File: config.mk
export PLATFORM = sky130hd
export DESIGN_NAME = uifc_uart_interrupt_fifo_control
export DESIGN_NICKNAME = d
export VERILOG_FILES = /design/src/rtl/uifc_pkg.sv /design/src/rtl/uifc_uart_interrupt_fifo_control.sv
export VERILOG_INCLUDE_DIRS = /design/src /design/src/rtl
export SDC_FILE = /design/constraint.sdc
export NUM_CORES = 1
export LEC_CHECK = 0
export BUFFER_PORTS_ARGS = -buffer_cell sky130_fd_sc_hd__buf_4
export CAP_MARGIN = 25
export CORE_UTILIZATION = 44
export DETAILED_ROUTE_END_ITERATION = 10
export GPL_ROUTABILITY_DRIVEN = 0
export HOLD_SLACK_MARGIN = 0.12
export PLACE_DENSITY = 0.69
export SYNTH_ARGS = -nofsm -noshare
export SYNTH_HDL_FRONTEND = slang
export SYNTH_SLANG_ARGS = --single-unit
File: constraint.sdc
create_clock -name ref_clk -period 6.9 [get_ports ref_clk]
set_clock_uncertainty 0.2 [all_clocks]
set_input_delay 0.345 -clock ref_clk [delete_from_list [all_inputs] [get_ports ref_clk]]
set_output_delay 0.345 -clock ref_clk [all_outputs]
set_load 0.05 [all_outputs]
File: src/rtl/uifc_defs.svh
`ifndef UIFC_DEFS_SVH
`define UIFC_DEFS_SVH
// Register addresses (A2..A0)
`define UIFC_ADDR_RX_HOLDING   3'h0
`define UIFC_ADDR_TX_HOLDING   3'h0
`define UIFC_ADDR_INT_ENABLE   3'h1
`define UIFC_ADDR_INT_STATUS   3'h2
`define UIFC_ADDR_FIFO_CONTROL 3'h2
`define UIFC_ADDR_LINE_STATUS  3'h5
`define UIFC_ADDR_MODEM_STATUS 3'h6
// Interrupt enable fields
`define UIFC_IE_RX      0
`define UIFC_IE_TX      1
`define UIFC_IE_LINE    2
`define UIFC_IE_MODEM   3
`define UIFC_IE_XOFF    5
`define UIFC_IE_RTS     6
`define UIFC_IE_CTS     7
`define UIFC_IE_BASIC_MASK 8'h0F
// FIFO control fields
`define UIFC_FC_ENABLE  0
`define UIFC_FC_RXRST   1
`define UIFC_FC_TXRST   2
`define UIFC_FC_DMA     3
// Status codes, bits 5..0
`define UIFC_CODE_LINE  6'h06
`define UIFC_CODE_RXTO  6'h0C
`define UIFC_CODE_RX_READY_PIN_N 6'h04
`define UIFC_CODE_TX_READY_PIN_N 6'h02
`define UIFC_CODE_MODEM 6'h00
`define UIFC_CODE_XOFF  6'h10
`define UIFC_CODE_FLOW  6'h20
`define UIFC_CODE_NONE  6'h01
// Reset values
`define UIFC_RESET_BYTE 8'h00
// Timeout: four characters plus twelve bit times
`define UIFC_TO_CHARS   4
`define UIFC_TO_BITS    12
`define UIFC_BITS_PER_CHAR 10
`endif

File: src/rtl/uifc_pkg.sv
package uifc_pkg;
   typedef logic [7:0] uifc_byte_t;
   typedef logic [5:0] uifc_count_t;
   typedef enum logic [2:0] {
      UIFC_SRC_NONE  = 3'b000,
      UIFC_SRC_LINE  = 3'b001,
      UIFC_SRC_RXTO  = 3'b010,
      UIFC_SRC_RX_READY_PIN_N = 3'b011,
      UIFC_SRC_TX_READY_PIN_N = 3'b100,
      UIFC_SRC_MODEM = 3'b101,
      UIFC_SRC_XOFF  = 3'b110,
      UIFC_SRC_FLOW  = 3'b111
   } uifc_src_t;
endpackage : uifc_pkg

File: src/rtl/uifc_uart_interrupt_fifo_control.sv
`timescale 1ns/1ps
`include "uifc_defs.svh"
////////////////////////////////////////////////////////////////////////////////
// Contract
// - Transmit ready interrupt on holding empty or TX FIFO below trigger.
// - Line status bits 1-4 interrupt; overrun at once, others on readout.
// - Modem status bits 0-3 interrupt when enable bit 3 set.
// - Enable bits 4-7 writable only with enhanced-function bit set.
// - Interrupt on rising RTS output or CTS input under auto flow.
// - Status read reports only top pending source; others stay queued.
// - Codes: line 06, timeout 0C, data 04, transmit 02, modem 00.
// - Codes: Xoff/special 10, flow pin 20, none 01 (default).
// - Receive timeout after four characters plus twelve bit times.
// - Receive data interrupt follows trigger; clears below trigger.
// - Transmit interrupt cleared by status read or holding write.
// - Line interrupt cleared by line status read.
// - Modem status read clears modem and flow-pin interrupts.
// - Timeout interrupt cleared by receive holding read.
// - Xoff cleared by status read or Xon; special by next character.
// - Status bit 0 low while pending, high when idle.
// - Status bits 4,5 active only with enhanced-function bit.
// - Status bits 7:6 read 11 with FIFOs enabled, else 00.
// - FIFO control bit 0 enables FIFOs; must be set to program others.
// - Bit 1 resets RX FIFO pointers when enabled, self-clears.
// - Bit 2 resets TX FIFO pointers when enabled, self-clears.
// - Bit 3 selects DMA mode for ready pins.
// - TX trigger needs enhanced bit; below trigger, or empty if unfilled.
// - Two-bit RX trigger field sets receive level, default 0.
// - Receive data interrupt on holding full or FIFO at trigger.
// - Interrupt driven only with output-enable bit; gp output inverted.
module uifc_uart_interrupt_fifo_control #(
   parameter int unsigned BAUD_DIV  = 16,
   parameter int unsigned RX_TRIG0  = 8,
   parameter int unsigned RX_TRIG1  = 16,
   parameter int unsigned RX_TRIG2  = 24,
   parameter int unsigned RX_TRIG3  = 28,
   parameter int unsigned TX_TRIG0  = 16,
   parameter int unsigned TX_TRIG1  = 8,
   parameter int unsigned TX_TRIG2  = 24,
   parameter int unsigned TX_TRIG3  = 30
) (
   input  wire logic              ref_clk,
   input  wire logic              rst_b,
   input  wire logic [2:0]        addr,
   input  wire logic              rdStb,
   input  wire logic              wrStb,
   input  wire uifc_pkg::uifc_byte_t wrData,
   input  wire logic              enhancedEn,
   input  wire logic              autoRtsEn,
   input  wire logic              autoCtsEn,
   input  wire logic              intOutEn,
   input  wire uifc_pkg::uifc_byte_t lineStatus,
   input  wire logic              lineErrAtHead,
   input  wire logic              overrunEvt,
   input  wire logic [3:0]        modemDelta,
   input  wire uifc_pkg::uifc_count_t rxCount,
   input  wire uifc_pkg::uifc_count_t txCount,
   input  wire logic              rxCharEvt,
   input  wire logic              xoffEvt,
   input  wire logic              xonEvt,
   input  wire logic              specialEvt,
   input  wire logic              rtsOut,
   input  wire logic              ctsIn,
   output logic                   intOut,
   output logic                   intOutOe,
   output logic                   gpOutputTwo_n,
   output uifc_pkg::uifc_byte_t   rdData,
   output logic                   fifoEn,
   output logic                   dmaMode,
   output logic                   rxFifoRst,
   output logic                   txFifoRst,
   output logic [1:0]             rxTrigSel,
   output logic [1:0]             txTrigSel
);
   import uifc_pkg::*;

   ////////////////////////////////////////////////////////////////////////////
   // Timeout length in reference clocks
   localparam int unsigned TO_BITS =
      `UIFC_TO_CHARS * `UIFC_BITS_PER_CHAR + `UIFC_TO_BITS;
   localparam int unsigned TO_CYC = TO_BITS * BAUD_DIV;
   localparam int unsigned TO_W   = $clog2(TO_CYC + 1);

   function automatic uifc_count_t trigLevel(input logic [1:0] sel,
                                             input logic       isRx);
      int unsigned v;
      v = 0;
      unique case (sel)
         2'b00: v = isRx ? RX_TRIG0 : TX_TRIG0;
         2'b01: v = isRx ? RX_TRIG1 : TX_TRIG1;
         2'b10: v = isRx ? RX_TRIG2 : TX_TRIG2;
         2'b11: v = isRx ? RX_TRIG3 : TX_TRIG3;
      endcase
      return uifc_count_t'(v);
   endfunction : trigLevel

   ////////////////////////////////////////////////////////////////////////////
   // Register state
   uifc_byte_t  intEnable_q, intEnable_d;
   logic        fifoEn_q, dmaMode_q, rxRst_q, txRst_q;
   logic [1:0]  rxTrig_q, txTrig_q;
   logic        lineInt_q, txInt_q, toInt_q, modemInt_q;
   logic        xoffInt_q, specInt_q, flowInt_q, txFilled_q;
   logic        rtsOut_q, ctsIn_q, txEmptyPrev_q, txEnPrev_q;
   logic [TO_W-1:0] toCnt_q;
   uifc_byte_t  rdData_q;
   logic        intOut_q, intOutOe_q, gpOut_q;

   ////////////////////////////////////////////////////////////////////////////
   // Bus decode
   wire rdRx    = rdStb && addr == `UIFC_ADDR_RX_HOLDING;
   wire rdIsr   = rdStb && addr == `UIFC_ADDR_INT_STATUS;
   wire rdLsr   = rdStb && addr == `UIFC_ADDR_LINE_STATUS;
   wire rdMsr   = rdStb && addr == `UIFC_ADDR_MODEM_STATUS;
   wire wrTx    = wrStb && addr == `UIFC_ADDR_TX_HOLDING;
   wire wrIer   = wrStb && addr == `UIFC_ADDR_INT_ENABLE;
   wire wrFcr   = wrStb && addr == `UIFC_ADDR_FIFO_CONTROL;
   wire fcrTake = wrFcr && wrData[`UIFC_FC_ENABLE];

   ////////////////////////////////////////////////////////////////////////////
   // Source conditions
   wire uifc_count_t rxLvl = trigLevel(rxTrig_q, 1'b1);
   wire uifc_count_t txLvl = trigLevel(txTrig_q, 1'b0);
   // Holding register treated as a FIFO of one when disabled
   wire rxAtTrig  = fifoEn_q ? (rxCount >= rxLvl)
                             : (rxCount != 6'h00);
   wire txEmpty   = txCount == 6'h00;
   wire txBelow   = fifoEn_q ? (txCount < txLvl) : txEmpty;
   // Empty still counts when the last reload never passed the trigger
   wire txCond    = txBelow && (txFilled_q || txEmpty || !fifoEn_q);
   wire txEnRise  = intEnable_q[`UIFC_IE_TX] && !txEnPrev_q;
   wire txSet     = (txCond && !txEmptyPrev_q) || (txEnRise && txCond);
   wire lineSet   = overrunEvt || lineErrAtHead;
   wire rtsRise   = autoRtsEn && rtsOut && !rtsOut_q;
   wire ctsRise   = autoCtsEn && ctsIn && !ctsIn_q;
   wire toHit     = toCnt_q == TO_W'(TO_CYC);

   wire pLine  = intEnable_q[`UIFC_IE_LINE] && lineInt_q;
   wire pRxTo  = intEnable_q[`UIFC_IE_RX] && toInt_q;
   wire pRx    = intEnable_q[`UIFC_IE_RX] && rxAtTrig;
   wire pTx    = intEnable_q[`UIFC_IE_TX] && txInt_q;
   wire pModem = intEnable_q[`UIFC_IE_MODEM] && modemInt_q;
   wire pXoff  = enhancedEn && intEnable_q[`UIFC_IE_XOFF]
                 && (xoffInt_q || specInt_q);
   wire pFlow  = enhancedEn && flowInt_q;

   // Fixed priority, only the winner is reported
   wire uifc_src_t topSrc =
      pLine  ? UIFC_SRC_LINE  :
      pRxTo  ? UIFC_SRC_RXTO  :
      pRx    ? UIFC_SRC_RX_READY_PIN_N :
      pTx    ? UIFC_SRC_TX_READY_PIN_N :
      pModem ? UIFC_SRC_MODEM :
      pXoff  ? UIFC_SRC_XOFF  :
      pFlow  ? UIFC_SRC_FLOW  : UIFC_SRC_NONE;

   logic [5:0] srcCode;
   always_comb begin
      unique case (topSrc)
         UIFC_SRC_LINE:  srcCode = `UIFC_CODE_LINE;
         UIFC_SRC_RXTO:  srcCode = `UIFC_CODE_RXTO;
         UIFC_SRC_RX_READY_PIN_N: srcCode = `UIFC_CODE_RX_READY_PIN_N;
         UIFC_SRC_TX_READY_PIN_N: srcCode = `UIFC_CODE_TX_READY_PIN_N;
         UIFC_SRC_MODEM: srcCode = `UIFC_CODE_MODEM;
         UIFC_SRC_XOFF:  srcCode = `UIFC_CODE_XOFF;
         UIFC_SRC_FLOW:  srcCode = `UIFC_CODE_FLOW;
         UIFC_SRC_NONE:  srcCode = `UIFC_CODE_NONE;
      endcase
   end

   wire uifc_byte_t isrByte = {{2{fifoEn_q}}, srcCode};
   wire uifc_byte_t ierRead = intEnable_q;
   wire uifc_byte_t rdNext  =
      rdIsr ? isrByte :
      (rdStb && addr == `UIFC_ADDR_INT_ENABLE) ? ierRead : `UIFC_RESET_BYTE;
   // Reading status acknowledges the reported source only if it is transmit or Xoff/special
   wire ackTx   = rdIsr && topSrc == UIFC_SRC_TX_READY_PIN_N;
   wire ackXoff = rdIsr && topSrc == UIFC_SRC_XOFF;

   always_comb begin
      intEnable_d = intEnable_q;
      if (wrIer) begin
         intEnable_d = enhancedEn ? wrData
                     : ((intEnable_q & ~`UIFC_IE_BASIC_MASK)
                        | (wrData & `UIFC_IE_BASIC_MASK));
      end
   end

   ////////////////////////////////////////////////////////////////////////////
   // Control registers
   always_ff @(posedge ref_clk) begin
      if (!rst_b) begin
         intEnable_q <= `UIFC_RESET_BYTE;
      end else begin
         intEnable_q <= intEnable_d;
      end
   end

   // Writing bit 0 low still turns the FIFOs off
   always_ff @(posedge ref_clk) begin
      if (!rst_b) begin
         fifoEn_q <= 1'b0;
      end else if (wrFcr) begin
         fifoEn_q <= wrData[`UIFC_FC_ENABLE];
      end
   end

   // Pointer resets last one cycle, then clear themselves
   always_ff @(posedge ref_clk) begin
      if (!rst_b) begin
         rxRst_q <= 1'b0;
         txRst_q <= 1'b0;
      end else begin
         rxRst_q <= fcrTake && wrData[`UIFC_FC_RXRST];
         txRst_q <= fcrTake && wrData[`UIFC_FC_TXRST];
      end
   end

   // A write without bit 0 leaves the other fields untouched
   always_ff @(posedge ref_clk) begin
      if (!rst_b) begin
         dmaMode_q <= 1'b0;
         rxTrig_q  <= 2'b00;
      end else if (fcrTake) begin
         dmaMode_q <= wrData[`UIFC_FC_DMA];
         rxTrig_q  <= wrData[7:6];
      end
   end

   // TX trigger field needs the enhanced-function bit
   always_ff @(posedge ref_clk) begin
      if (!rst_b) begin
         txTrig_q <= 2'b00;
      end else if (fcrTake && enhancedEn) begin
         txTrig_q <= wrData[5:4];
      end
   end

   ////////////////////////////////////////////////////////////////////////////
   // Sticky sources; a set in the clearing cycle wins
   wire lineInt_d  = lineSet || (lineInt_q && !rdLsr);
   wire txInt_d    = txSet || (txInt_q && !ackTx && !wrTx);
   wire toInt_d    = toHit || (toInt_q && !rdRx);
   wire modemInt_d = (|modemDelta) || (modemInt_q && !rdMsr);
   wire xoffInt_d  = xoffEvt || (xoffInt_q && !ackXoff && !xonEvt);
   wire specInt_d  = specialEvt
                     || (specInt_q && !ackXoff && !rxCharEvt);
   // Flow edges are only latched while their enable bit is set
   wire flowInt_d  = (rtsRise && intEnable_q[`UIFC_IE_RTS])
                     || (ctsRise && intEnable_q[`UIFC_IE_CTS])
                     || (flowInt_q && !rdMsr);

   always_ff @(posedge ref_clk) begin
      if (!rst_b) begin
         lineInt_q <= 1'b0;
      end else begin
         lineInt_q <= lineInt_d;
      end
   end

   always_ff @(posedge ref_clk) begin
      if (!rst_b) begin
         txInt_q <= 1'b0;
      end else begin
         txInt_q <= txInt_d;
      end
   end

   always_ff @(posedge ref_clk) begin
      if (!rst_b) begin
         toInt_q <= 1'b0;
      end else begin
         toInt_q <= toInt_d;
      end
   end

   always_ff @(posedge ref_clk) begin
      if (!rst_b) begin
         modemInt_q <= 1'b0;
      end else begin
         modemInt_q <= modemInt_d;
      end
   end

   always_ff @(posedge ref_clk) begin
      if (!rst_b) begin
         xoffInt_q <= 1'b0;
      end else begin
         xoffInt_q <= xoffInt_d;
      end
   end

   always_ff @(posedge ref_clk) begin
      if (!rst_b) begin
         specInt_q <= 1'b0;
      end else begin
         specInt_q <= specInt_d;
      end
   end

   always_ff @(posedge ref_clk) begin
      if (!rst_b) begin
         flowInt_q <= 1'b0;
      end else begin
         flowInt_q <= flowInt_d;
      end
   end

   ////////////////////////////////////////////////////////////////////////////
   // Edge history, timeout timer and outputs
   // Pin and TX-empty history starts high so a pin already high at reset raises no false edge; TX enable history starts low
   always_ff @(posedge ref_clk) begin
      if (!rst_b) begin
         rtsOut_q      <= 1'b1;
         ctsIn_q       <= 1'b1;
         txEmptyPrev_q <= 1'b1;
         txEnPrev_q    <= 1'b0;
      end else begin
         rtsOut_q      <= rtsOut;
         ctsIn_q       <= ctsIn;
         txEmptyPrev_q <= txBelow;
         txEnPrev_q    <= intEnable_q[`UIFC_IE_TX];
      end
   end

   // Remembers whether the last reload passed the TX trigger
   always_ff @(posedge ref_clk) begin
      if (!rst_b) begin
         txFilled_q <= 1'b0;
      end else if (txCount > txLvl) begin
         txFilled_q <= 1'b1;
      end else if (txEmpty) begin
         txFilled_q <= 1'b0;
      end
   end

   // Restarts on any receive or receive holding read; idles when RX is empty
   wire toRestart = rxCharEvt || rdRx || rxCount == 6'h00 || toHit;
   always_ff @(posedge ref_clk) begin
      if (!rst_b) begin
         toCnt_q <= '0;
      end else if (toRestart) begin
         toCnt_q <= '0;
      end else begin
         toCnt_q <= toCnt_q + TO_W'(1);
      end
   end

   always_ff @(posedge ref_clk) begin
      if (!rst_b) begin
         rdData_q <= `UIFC_RESET_BYTE;
      end else begin
         rdData_q <= rdNext;
      end
   end

   // Pin outputs registered so the enable and level change together
   always_ff @(posedge ref_clk) begin
      if (!rst_b) begin
         intOut_q   <= 1'b0;
         intOutOe_q <= 1'b0;
         gpOut_q    <= 1'b1;
      end else begin
         intOut_q   <= intOutEn && (topSrc != UIFC_SRC_NONE);
         intOutOe_q <= intOutEn;
         gpOut_q    <= !intOutEn;
      end
   end

   assign intOut        = intOut_q;
   assign intOutOe      = intOutOe_q;
   assign gpOutputTwo_n = gpOut_q;
   assign rdData        = rdData_q;
   assign fifoEn        = fifoEn_q;
   assign dmaMode       = dmaMode_q;
   assign rxFifoRst     = rxRst_q;
   assign txFifoRst     = txRst_q;
   assign rxTrigSel     = rxTrig_q;
   assign txTrigSel     = txTrig_q;

endmodule : uifc_uart_interrupt_fifo_control

# Word level (Yosys, flattened, before mapping)
# Memory sizes are Yosys's and may differ from the RTL's.
# Index checks and enable logic that the tools add are counted.
dict set report word_totals {
  memories 1
  input_bits 51
  regBits 49
  out_inout_bits 19
  rom_bits 48
}
dict set report classes {
  magnitude_cmp 3
  addsub 1
  bitwise_logic 2
  muxes 16
  n_eq_ne 13
  n_reduce_logical 83
}
# memory words word_bits read_ports rd_clocked_by_memory_dff write_ports line
set mem_list {}
lappend mem_list {{(no name shown)} 8 6 1 0 0 uifc_uart_interrupt_fifo_control.sv:159} ;# unique case (topSrc)
# op count
set op_table {}
lappend op_table {{one-hot mux 6 bit (4 select lines)} 2}
lappend op_table {{logical AND 1 bit} 43}
lappend op_table {{two-way mux 8 bit} 3}
lappend op_table {{two-way mux 3 bit} 7}
lappend op_table {{logical OR 1 bit} 16}
lappend op_table {{zero test 1 bit} 14}
lappend op_table {{== test 3 bit, second input constant} 4}
lappend op_table {{zero test 6 bit} 2}
lappend op_table {{adder 10 x 1 -> 10 bit, second input constant} 1}
lappend op_table {{== test 10 bit, second input constant} 1}
lappend op_table {{== test 2 bit, second input constant} 4}
lappend op_table {{OR 8 x 4 -> 8 bit} 1}
lappend op_table {{>= comparator 6 bit} 1}
lappend op_table {{greater-than comparator 6 bit} 1}
lappend op_table {{< comparator 6 bit} 1}
lappend op_table {{nonzero test 6 bit} 1}
lappend op_table {{== test 2 x 1 -> 1 bit, second input constant} 2}
lappend op_table {{zero test 2 bit} 2}
lappend op_table {{two-way mux 1 bit} 4}
lappend op_table {{OR reduction 4 bit} 1}
lappend op_table {{== test 3 x 1 -> 1 bit, second input constant} 1}
lappend op_table {{== test 3 x 2 -> 1 bit, second input constant} 1}
lappend op_table {{zero test 3 bit} 1}
lappend op_table {{nonzero test 3 bit} 1}
lappend op_table {{3 further kinds} 3}

# Depth between registers and ports, before layout
# Gate-level depths: netlist of the first run.
dict set report logic_depth {
  word_depth 14
  depth_mapped 7
}

# Least setup slack after synthesis of the first run
# OpenSTA, ideal clock, no wires.
dict set report synth_timing {
  path_type {register to register}
  start {reg rxTrig_q[1] (netlist: rxTrigSel[1])}
  end {reg rdData_q[4] (netlist: rdData[4])}
  synth_period_minus_slack_ps 2455
  t_required_ps 6584
  n_path_buf 0
  stages_incl_launch_ff 8
  slack_ps 4445
  arrival_time_ps 2139
  setup_time_ps 116
  path_cell_list {dfxtp_1 -> and2_1 -> ha_1 -> or3b_1 -> a22oi_2 -> o221ai_2 -> and4bb_4 -> a31o_2}
}
dict set report synth_via {
  elab_chain_cells 10
  elab_cells_between_ends 13
  classes_between {1 x order compare; 3 x eq/ne; 6 x mux; 2 x reduce/logical; 1 x memory}
}
# item line
set synth_rtl {}
lappend synth_rtl {{from (decl)} uifc_uart_interrupt_fifo_control.sv:101} ;# logic [1:0] rxTrig_q, txTrig_q;
lappend synth_rtl {{from (signal assigned)} uifc_uart_interrupt_fifo_control.sv:226} ;# rxTrig_q <= wrData[7:6];
lappend synth_rtl {{== test 2 bit (tied with other cells)} uifc_uart_interrupt_fifo_control.sv:88} ;# unique case (sel)
lappend synth_rtl {{one-hot mux 6 bit (4 select lines) (*)} uifc_uart_interrupt_fifo_control.sv:88}
lappend synth_rtl {{>= comparator 6 bit (*)} uifc_uart_interrupt_fifo_control.sv:125} ;# wire rxAtTrig = fifoEn_q ? (rxCount >= rxLvl)
lappend synth_rtl {{two-way mux 1 bit (*)} uifc_uart_interrupt_fifo_control.sv:125}
lappend synth_rtl {{logical AND 1 bit (*)} uifc_uart_interrupt_fifo_control.sv:140} ;# wire pRx = intEnable_q[`UIFC_IE_RX] && rxAtTrig;
lappend synth_rtl {{two-way mux 3 bit (*)} uifc_uart_interrupt_fifo_control.sv:151} ;# pRx ? UIFC_SRC_RX_READY_PIN_N :
lappend synth_rtl {{two-way mux 3 bit (*)} uifc_uart_interrupt_fifo_control.sv:150} ;# pRxTo ? UIFC_SRC_RXTO :
lappend synth_rtl {{two-way mux 3 bit (*)} uifc_uart_interrupt_fifo_control.sv:149} ;# pLine ? UIFC_SRC_LINE :
lappend synth_rtl {{memory (8 x 6 bit) (*)} n/a}
lappend synth_rtl {{two-way mux 8 bit (no line) (*)} n/a}
lappend synth_rtl {{to (signal assigned)} uifc_uart_interrupt_fifo_control.sv:351} ;# rdData_q <= `UIFC_RESET_BYTE;
lappend synth_rtl {{to (signal assigned)} uifc_uart_interrupt_fifo_control.sv:353} ;# rdData_q <= rdNext;
lappend synth_rtl {{to (decl)} uifc_uart_interrupt_fifo_control.sv:106} ;# uifc_byte_t rdData_q;
# Every way passes the cells marked *; elsewhere a longest branch is shown, timed or not. The select of a mux whose other input is x is not followed.
# A chain may end at the register's enable or synchronous reset.

# Worst setup path after layout of the first run
dict set report layout_timing {
  start {reg rxTrig_q[1] (netlist: rxTrigSel[1])}
  end {reg rdData_q[5] (netlist: rdData[5])}
}
# Same word-level chain as after synthesis.

==> results by group, run 1 <==
STA
  – Relative slew slack: 0.468
  – Final setup vio count: 0
  – WHS: 0.137 ns
  – Final Max Slew Viols: 0
  – Worst Max-Slew Pin Slew: 0.795 ns
  – Max Freq: 420 MHz
  – Setup TNS Final: 0 ns
  – Crit path time final: roughly 2.4 ns
  – Tcrit/Tclk final: 0.345
  – Final WS setup: 4.52 ns
  – RSZ-0062 raised after global routing: false
  – Final hold violation count: 0

Place
  – DP HPWL: around 3800 um
  – DP Worst Slack: 4.52 ns
  – Dpl cell area: 0.00275 mm^2
  – Port Buf Inserts: 61

Job
  – Max-capacitance violation count: 0

Drt
  – DR WL/cell: 12.4 um
  – Via count: 2109
  – Vias per inst: 5.06
  – Starting DRT DRC Count: 65
  – Post-DRT Antenna Nets: 0
  – Wirelength, routed: 5190 um
  – Initial DRT Pass Iterations: 4
  – DRC: 0

Clocking
  – Maximum root-to-sink buffer count: 2
  – Clock latency on the worst-skew pair: roughly 0.30 ns
  – H-tree Lvls: 2
  – TritonCTS Buffers: 5
  – Root buffer cell: clkbuf_8
  – Num Clock Sinks: 49
  – CTS tree: built
  – Worst-path clk slew: about 0.09 ns
  – # resized after CTS: 0

Synthesis
  – Mapped Area: 0.00223 mm^2
  – Post-synth EDFFs: 0
  – Avg Cell Area, Syn: 8.30 um^2
  – Ys flop type: dfxtp_1
  – Area fraction of the dominant cell type after synthesis: 0.439
  – Async S/R FF share, synth: 0
  – Syn nets: around 330
  – Area leader, netlist: dfxtp_1
  – Post-Syn Instances: 269
  – Yosys reg bits: 49
  – Syn. warnings: 0
  – Largest cells by area after synthesis: dfxtp_1 (44%), nand2_1 (6.2%), a21oi_1 (5.8%)
  – Sequential fraction of the synthesis area: 0.439
  – Unique masters post-synth: 44

Worst setup path
  – RR Startpoint: rxTrigSel[1]$_SDFFE_PN0P_
  – R2R setup slack: 4.52 ns
  – Cells on worst reg2reg path: 7
  – Crit path kind: reg2reg
  – Worst Setup End Kind: flip-flop
  – Crit path required time: 6.90 ns
  – R2R Path End: rdData[5]$_SDFF_PN0_
  – CP startpoint kind: flip-flop
  – Worst Path Max Fanout: 5
  – Worst Path Arrival: 2.38 ns

Layout
  – Final instance area: 0.00305 mm^2
  – Filler Cells Inserted: 454
  – Area of the multi-input gates: 0.00116 mm^2
  – Diode count: 0
  – Sequential Area: a little under 0.001 mm^2
  – Ratio of cells with drive above 1 in the final layout: 0.211
  – Layout area overhead: 36.8%
  – Nets@finish: between 400 and 500

Floorplanning
  – IO Count: 70
  – Row cnt: 25
  – Core Region: 0.00482 mm^2
  – Initial core utilization: 0.463
  – Die footprint: 0.00536 mm^2
  – Die W: 73.2 um
  – Die Y: 73.2 um

Pwr
  – Worst VDD drop: 0.000139 V
  – Pwr dens: 186 mW/mm^2
  – Lkg Pwr: 1.30 nW

Min path
  – Worst hold path type: in2reg
  – Min-Delay Path Depth: 3
  – Hold endpoint: flowInt_q$_SDFF_PN0_
  – Hold Crit Start: autoRtsEn

GRT
  – Global route total overflow: 0
  – Tot GR Track Use: 0.205
  – First-pass GRT wire length: 8310 um
  – Largest net degree at the start of global routing: 26
  – Via count of the first global-routing pass: 1924
  – Initial antenna violation count: 0

Outcome
  – Status: finished clean
## report_power, final
part	total [mW]	switching [mW]	internal, mW
sequential	0.293	0.00408	0.288
clock	0.212	0.0934	0.118
combinational	0.0644	0.0310	0.0335
## layer usage
layer,part of all wire,vias to the layer above,GRT usage
met5,0,-,0
met1,0.46,949,0.253
met2,0.48,59,0.349
met4,0.012,0,0.0763
met3,0.050,7,0.0428
li1,-,1094,-
## cell usage after synthesis (2+ instances only)
cell	count
a21oi_1	26
a22o_1	2
a22oi_1	2
a311oi_1	3
a31oi_1	2
and2_1	4
and3_1	5
clkbuf_1	6
dfxtp_1	49
ha_1	9
inv_1	17
nand2_1	37
nand2b_1	7
nand3_1	16
nand4_1	2
nand4b_1	3
nor2_1	32
nor2b_1	5
nor4_1	4
o21a_1	2
o21ai_0	7
xnor2_1	4
xor2_1	4
## flip-flops by register name (all words and copies together) (netlist names), 2 cells and up
signal / flops
rxTrigSel: 2
toCnt_q: 10
ierRead: 8
txTrigSel: 2
rdData: 8
## area by class of cell
cell class | instances | area share
Multi-Input combinational cell | 196 | 0.380
Sequential cell | 49 | 0.321
Clock inverter | 1 | 0.00984
Tap cell | 67 | 0.0275
Clock buffer | 7 | 0.0283
Timing Repair Buffer | 80 | 0.212
Inverter | 17 | 0.0209
## stage by stage
step                      total power, mW   util  std cells
after floorplan                     0.326      -        269
after global placement              0.354  0.570        390
after detailed placement            0.355  0.570        390
after CTS                           0.572  0.634        417
after global routing                0.588  0.634        417
final                               0.569  0.634        417
## worst max-delay path by stage
stage,start,endpoint,slack [ns],cells after the start
final,rxTrigSel[1]$_SDFFE_PN0P_,rdData[5]$_SDFF_PN0_,4.52,7
after global routing,rxTrigSel[1]$_SDFFE_PN0P_,xoffInt_q$_SDFF_PN0_,4.39,7
after CTS,rxTrigSel[1]$_SDFFE_PN0P_,xoffInt_q$_SDFF_PN0_,4.53,7
after detailed placement,rxCount[4],rdData[5]$_SDFF_PN0_,4.52,7
after global placement,rxCount[4],rdData[5]$_SDFF_PN0_,4.56,7
after floorplan,rxTrigSel[1]$_SDFFE_PN0P_,rdData[4]$_SDFF_PN0_,4.44,7
## critical path, cell delays in order (launching register included)
cell      delay [ns]
dfxtp_1         0.40
nor2_1          0.07
ha_1            0.19
nor4b_1         0.38
a22oi_2         0.17
a311oi_1        0.61
nand2_1         0.10
o211a_1         0.15
## kinds of logic (layout without fill, tap and decap cells)
logic type	count (synthesis)	in the layout	share of synthesized area
adder cells (fa/ha/maj)	9	9	0.0504
AND/OR/NAND/NOR	123	123	0.274
buffers and inverters	24	105	0.0409
multiplexers	1	1	0.00448
flip-flops	49	49	0.439
XOR/XNOR	8	8	0.0314
AO/OA/AOI/OAI	55	55	0.159
## layout by cell type (no fill, tap or decap), drive strengths merged, types with 2 or more instances in the layout
cell and n:
inv 17, o221ai 2, a311oi 3, dfxtp 49, dlygate4sd3 19, and2 4
a31oi 2, ha 9, nand2b 7, buf 61, nand4b 3, a22oi 3
o21ai 7, nor2 32, nand3 16, a21oi 26, a22o 2, and3 5
nand2 37, xnor2 4, nor4 4, clkbuf 7, xor2 4, nor2b 5
nand4 2, o21a 2
## timing repair
| item | 4_1_cts | 5_1_grt |
|---|---|---|
| setup buffers | 0 | 0 |
| endpoints found under the hold margin | 22 | 0 |
| hold buffers | 19 | 0 |
| setup endpoints to repair | 0 | 0 |
No activity file was read; power rests on OpenSTA's default activity.
==> run 2: changes to the inputs <==
==> constraint.sdc (replaced) <==
create_clock -name ref_clk -period 2.2 [get_ports ref_clk]
set_clock_uncertainty 0.2 [all_clocks]
set_input_delay 0.11 -clock ref_clk [delete_from_list [all_inputs] [get_ports ref_clk]]
set_output_delay 0.11 -clock ref_clk [all_outputs]
set_load 0.05 [all_outputs]
==> run 2 against run 1 <==
  * The flow now finishes with violations (setup timing)
  * Critical path depth is the same
  * Largest power group unchanged
  * First-iteration DRC count grew 100%
  * Global-route usage grew 3.2 points
  * Via count grew 6.5%
  * Total power grew to 3.1 times the previous value
  * Worst setup slack lost 4.5 ns
  * Combinational power grew to 3.9 times the previous value
  * Register-to-register slack lost 4.5 ns
  * Sequential power grew to 3.1 times the previous value
  * Worst hold slack gained 0.024 ns
  * Clock power grew to 2.8 times the previous value
==> results by group, run 2 (same netlist as run 1, synthesis figures left out) <==
Layout
  – Filler Cells Inserted: 400 (-12%)
  – Number of flip-flops in the largest register: 10 (unchanged)
  – Layout area overhead: 52.4%
  – Largest register by flop count: toCnt_q
  – Most common cell after layout, fill and taps aside: buf_4
  – Finished Layout Cells: 448 (+7.4%)
  – Most frequent cells in the layout: buf_4 (68), dfxtp_1 (45), dlygate4sd3_1 (42)
  – Diode count: 0 (unchanged)
  – Ratio of cells with drive above 1 in the final layout: 0.252 (+0.0405)
  – Nets@finish: 440 (+7.6%)

STA
  – RSZ-0062 raised after global routing: true
  – Max Freq: 453 MHz (+7.8%)
  – Worst Max-Slew Pin Slew: 0.521 ns (-0.275 ns)
  – Relative slew slack: 0.651 (+0.184)
  – Final WS setup: -0.00633 ns (-4.53 ns)
  – Crit path time final: 2.21 ns (-0.173 ns)
  – Tcrit/Tclk final: 1.00 (+0.658)
  – Final hold violation count: 0 (unchanged)
  – WHS: 0.161 ns (+0.0244 ns)
  – Final Max Slew Viols: 0 (unchanged)
  – Final setup vio count: 2 (+2)

Floorplanning
  – IO Count: 70 (unchanged)
  – Die Y: 73.2 um (unchanged)
  – Core Region: 0.00482 mm^2 (unchanged)
  – Row cnt: 25 (unchanged)
  – Initial core utilization: 0.463 (unchanged)
  – Die W: 73.2 um (unchanged)
  – Die footprint: 0.00536 mm^2 (unchanged)

Worst setup path
  – R2R setup slack: -0.006 ns (-4.53 ns)
  – CP startpoint kind: flip-flop
  – Crit path kind: reg2reg
  – Worst Setup End Kind: flip-flop
  – R2R Path End: rdData[4]$_SDFF_PN0_
  – RR Startpoint: rxTrigSel[0]$_SDFFE_PN0P_
  – Worst Path Arrival: 2.21 ns (-0.17 ns)
  – Crit path required time: 2.20 ns (-4.70 ns)
  – Worst Path Max Fanout: 4 (-1)
  – Cells on worst reg2reg path: 7 (unchanged)

Drt
  – Via count: 2246 (+6.5%)
  – Initial DRT Pass Iterations: 4 (unchanged)
  – DR WL/cell: 13.5 um (+8.2%)
  – Vias per inst: 5.01 (-0.87%)
  – DRC: 0 (unchanged)
  – Wirelength, routed: 6030 um (+16%)
  – Starting DRT DRC Count: 130 (+100%)
  – Post-DRT Antenna Nets: 0 (unchanged)

Clocking
  – CTS tree: built
  – Worst-path clk slew: 0.09 ns (about the same)
  – Num Clock Sinks: 49 (unchanged)
  – Clock latency on the worst-skew pair: 0.30 ns (about the same)
  – TritonCTS Buffers: 5 (unchanged)
  – H-tree Lvls: 2 (unchanged)
  – Root buffer cell: clkbuf_8
  – Maximum root-to-sink buffer count: 2 (unchanged)

Pwr
  – Worst VDD drop: 0.000303 V (+120%)
  – Combinational share of power: 0.141 (+0.028)
  – Register share of total power: 0.522 (+0.007)
  – Overall Power: 1.76 mW (+210%)
  – Pwr dens: 516 mW/mm^2 (+180%)
  – Lkg Pwr: 1.43 nW (+9.8%)
  – Clk pwr share: 0.337 (-0.035)
  – Internal power: 1.33 mW (+200%)
  – Switching share of power: 0.244 (+0.0178)
  – Net switching power of the design: 0.428 mW (+230%)

GRT
  – Tot GR Track Use: 0.237 (+0.0318)
  – Global route total overflow: 0 (unchanged)
  – Via count of the first global-routing pass: 2204 (+15%)
  – First-pass GRT wire length: 9630 um (+16%)
  – Initial antenna violation count: 0 (unchanged)
  – Largest net degree at the start of global routing: 17 (-35%)

Outcome
  – Status: complete, but fails checks
  – Failing checks: setup timing

Place
  – Placed Cells: 397 (+1.8%)
  – DP HPWL: 4030 um (+5.2%)
  – Port Buf Inserts: 61 (unchanged)

Job
  – Max-capacitance violation count: 0 (unchanged)

Min path
  – Min-Delay Path Depth: 5 (+2)
  – Hold Crit Start: rdStb
  – Hold endpoint: rdData[6]$_SDFF_PN0_
  – Worst hold path type: in2reg
[run 2: cell types whose count changed in the layout (fill, tap and decap cells not counted), sizes merged]
| cell | previous run | this run |
|---|---|---|
| buf | 61 | 69 |
| dlygate4sd3 | 19 | 42 |
| bufinv | 1 | 0 |
| inv | 17 | 18 |
[run 2: area by class of cell]
class / instances / area (um^2) / share of cell area
multi-input combinational: 196 / 1220 / 0.357
sequential: 49 / 991 / 0.291
clock inverter: 1 / 8.76 / 0.00257
timing repair buffer: 111 / 942 / 0.277
inverter: 17 / 63.8 / 0.0188
clock buffer: 7 / 96.3 / 0.0283
tap: 67 / 83.8 / 0.0246
[run 2: worst max path at each step]
| stage | cells past startpoint | slack, ns | to | start |
|---|---|---|---|---|
| after floorplan | 7 | -0.02 | specInt_q$_SDFF_PN0_ | rxTrigSel[0]$_SDFFE_PN0P_ |
| after global placement | 7 | -0.01 | xoffInt_q$_SDFF_PN0_ | rxTrigSel[0]$_SDFFE_PN0P_ |
| after CTS | 7 | -0.06 | rdData[5]$_SDFF_PN0_ | rxTrigSel[0]$_SDFFE_PN0P_ |
| final | 7 | -0.006 | rdData[4]$_SDFF_PN0_ | rxTrigSel[0]$_SDFFE_PN0P_ |
| after global routing | 9 | -0.1 | rdData[5]$_SDFF_PN0_ | rxTrigSel[0]$_SDFFE_PN0P_ |
| after detailed placement | 7 | -0.06 | xoffInt_q$_SDFF_PN0_ | rxTrigSel[0]$_SDFFE_PN0P_ |
[run 2: metrics by stage]
step / util / setup WS [ns] / area (um^2) / setup TNS, ns
finish: 0.706 / -0.00633 / 3400 / -0.0116
global route: 0.706 / -0.0986 / 3400 / -0.276
CTS: 0.701 / -0.0586 / 3380 / -0.191
detailed placement: 0.583 / -0.0621 / 2810 / -0.0862
global placement: 0.583 / -0.0116 / 2810 / -0.0145
floorplan: - / -0.0244 / 2240 / -0.0698
[run 2: timing repair]
item | CTS | global route
gates cloned | 0 | 0
hold endpoints to repair | 34 | 0
hold buffers | 43 | 0
pin swaps | 6 | 3
gates resized for setup | 3 | 9
buffers inserted | 1 | 0
endpoints found under the setup margin | 5 | 14
[run 2: power by group through the flow]
stage                     Combinational [mW]  Sequential [mW]  Clock [mW]
final                                  0.248            0.916       0.592
after global routing                   0.268            0.918       0.633
after CTS                              0.237            0.916       0.603
after detailed placement               0.183            0.936           0
after global placement                 0.180            0.936           0
after floorplan                       0.0708            0.948           0
[run 2: critical path, cell delays in order, from the launching register on]
cell and delay, ns:
dfxtp_4 0.35, and2_4 0.16, ha_4 0.24, or3b_1 0.35, a22oi_2 0.22, o221ai_2 0.14
and4bb_4 0.25, a31o_2 0.20
[run 2: routing by layer]
layer / vias up / share of wire / global-route usage
met1: 1014 / 0.43 / 0.281
met3: 9 / 0.050 / 0.0470
met4: 0 / 0.014 / 0.0871
met2: 67 / 0.50 / 0.420
li1: 1156 / - / -
met5: - / 0 / 0
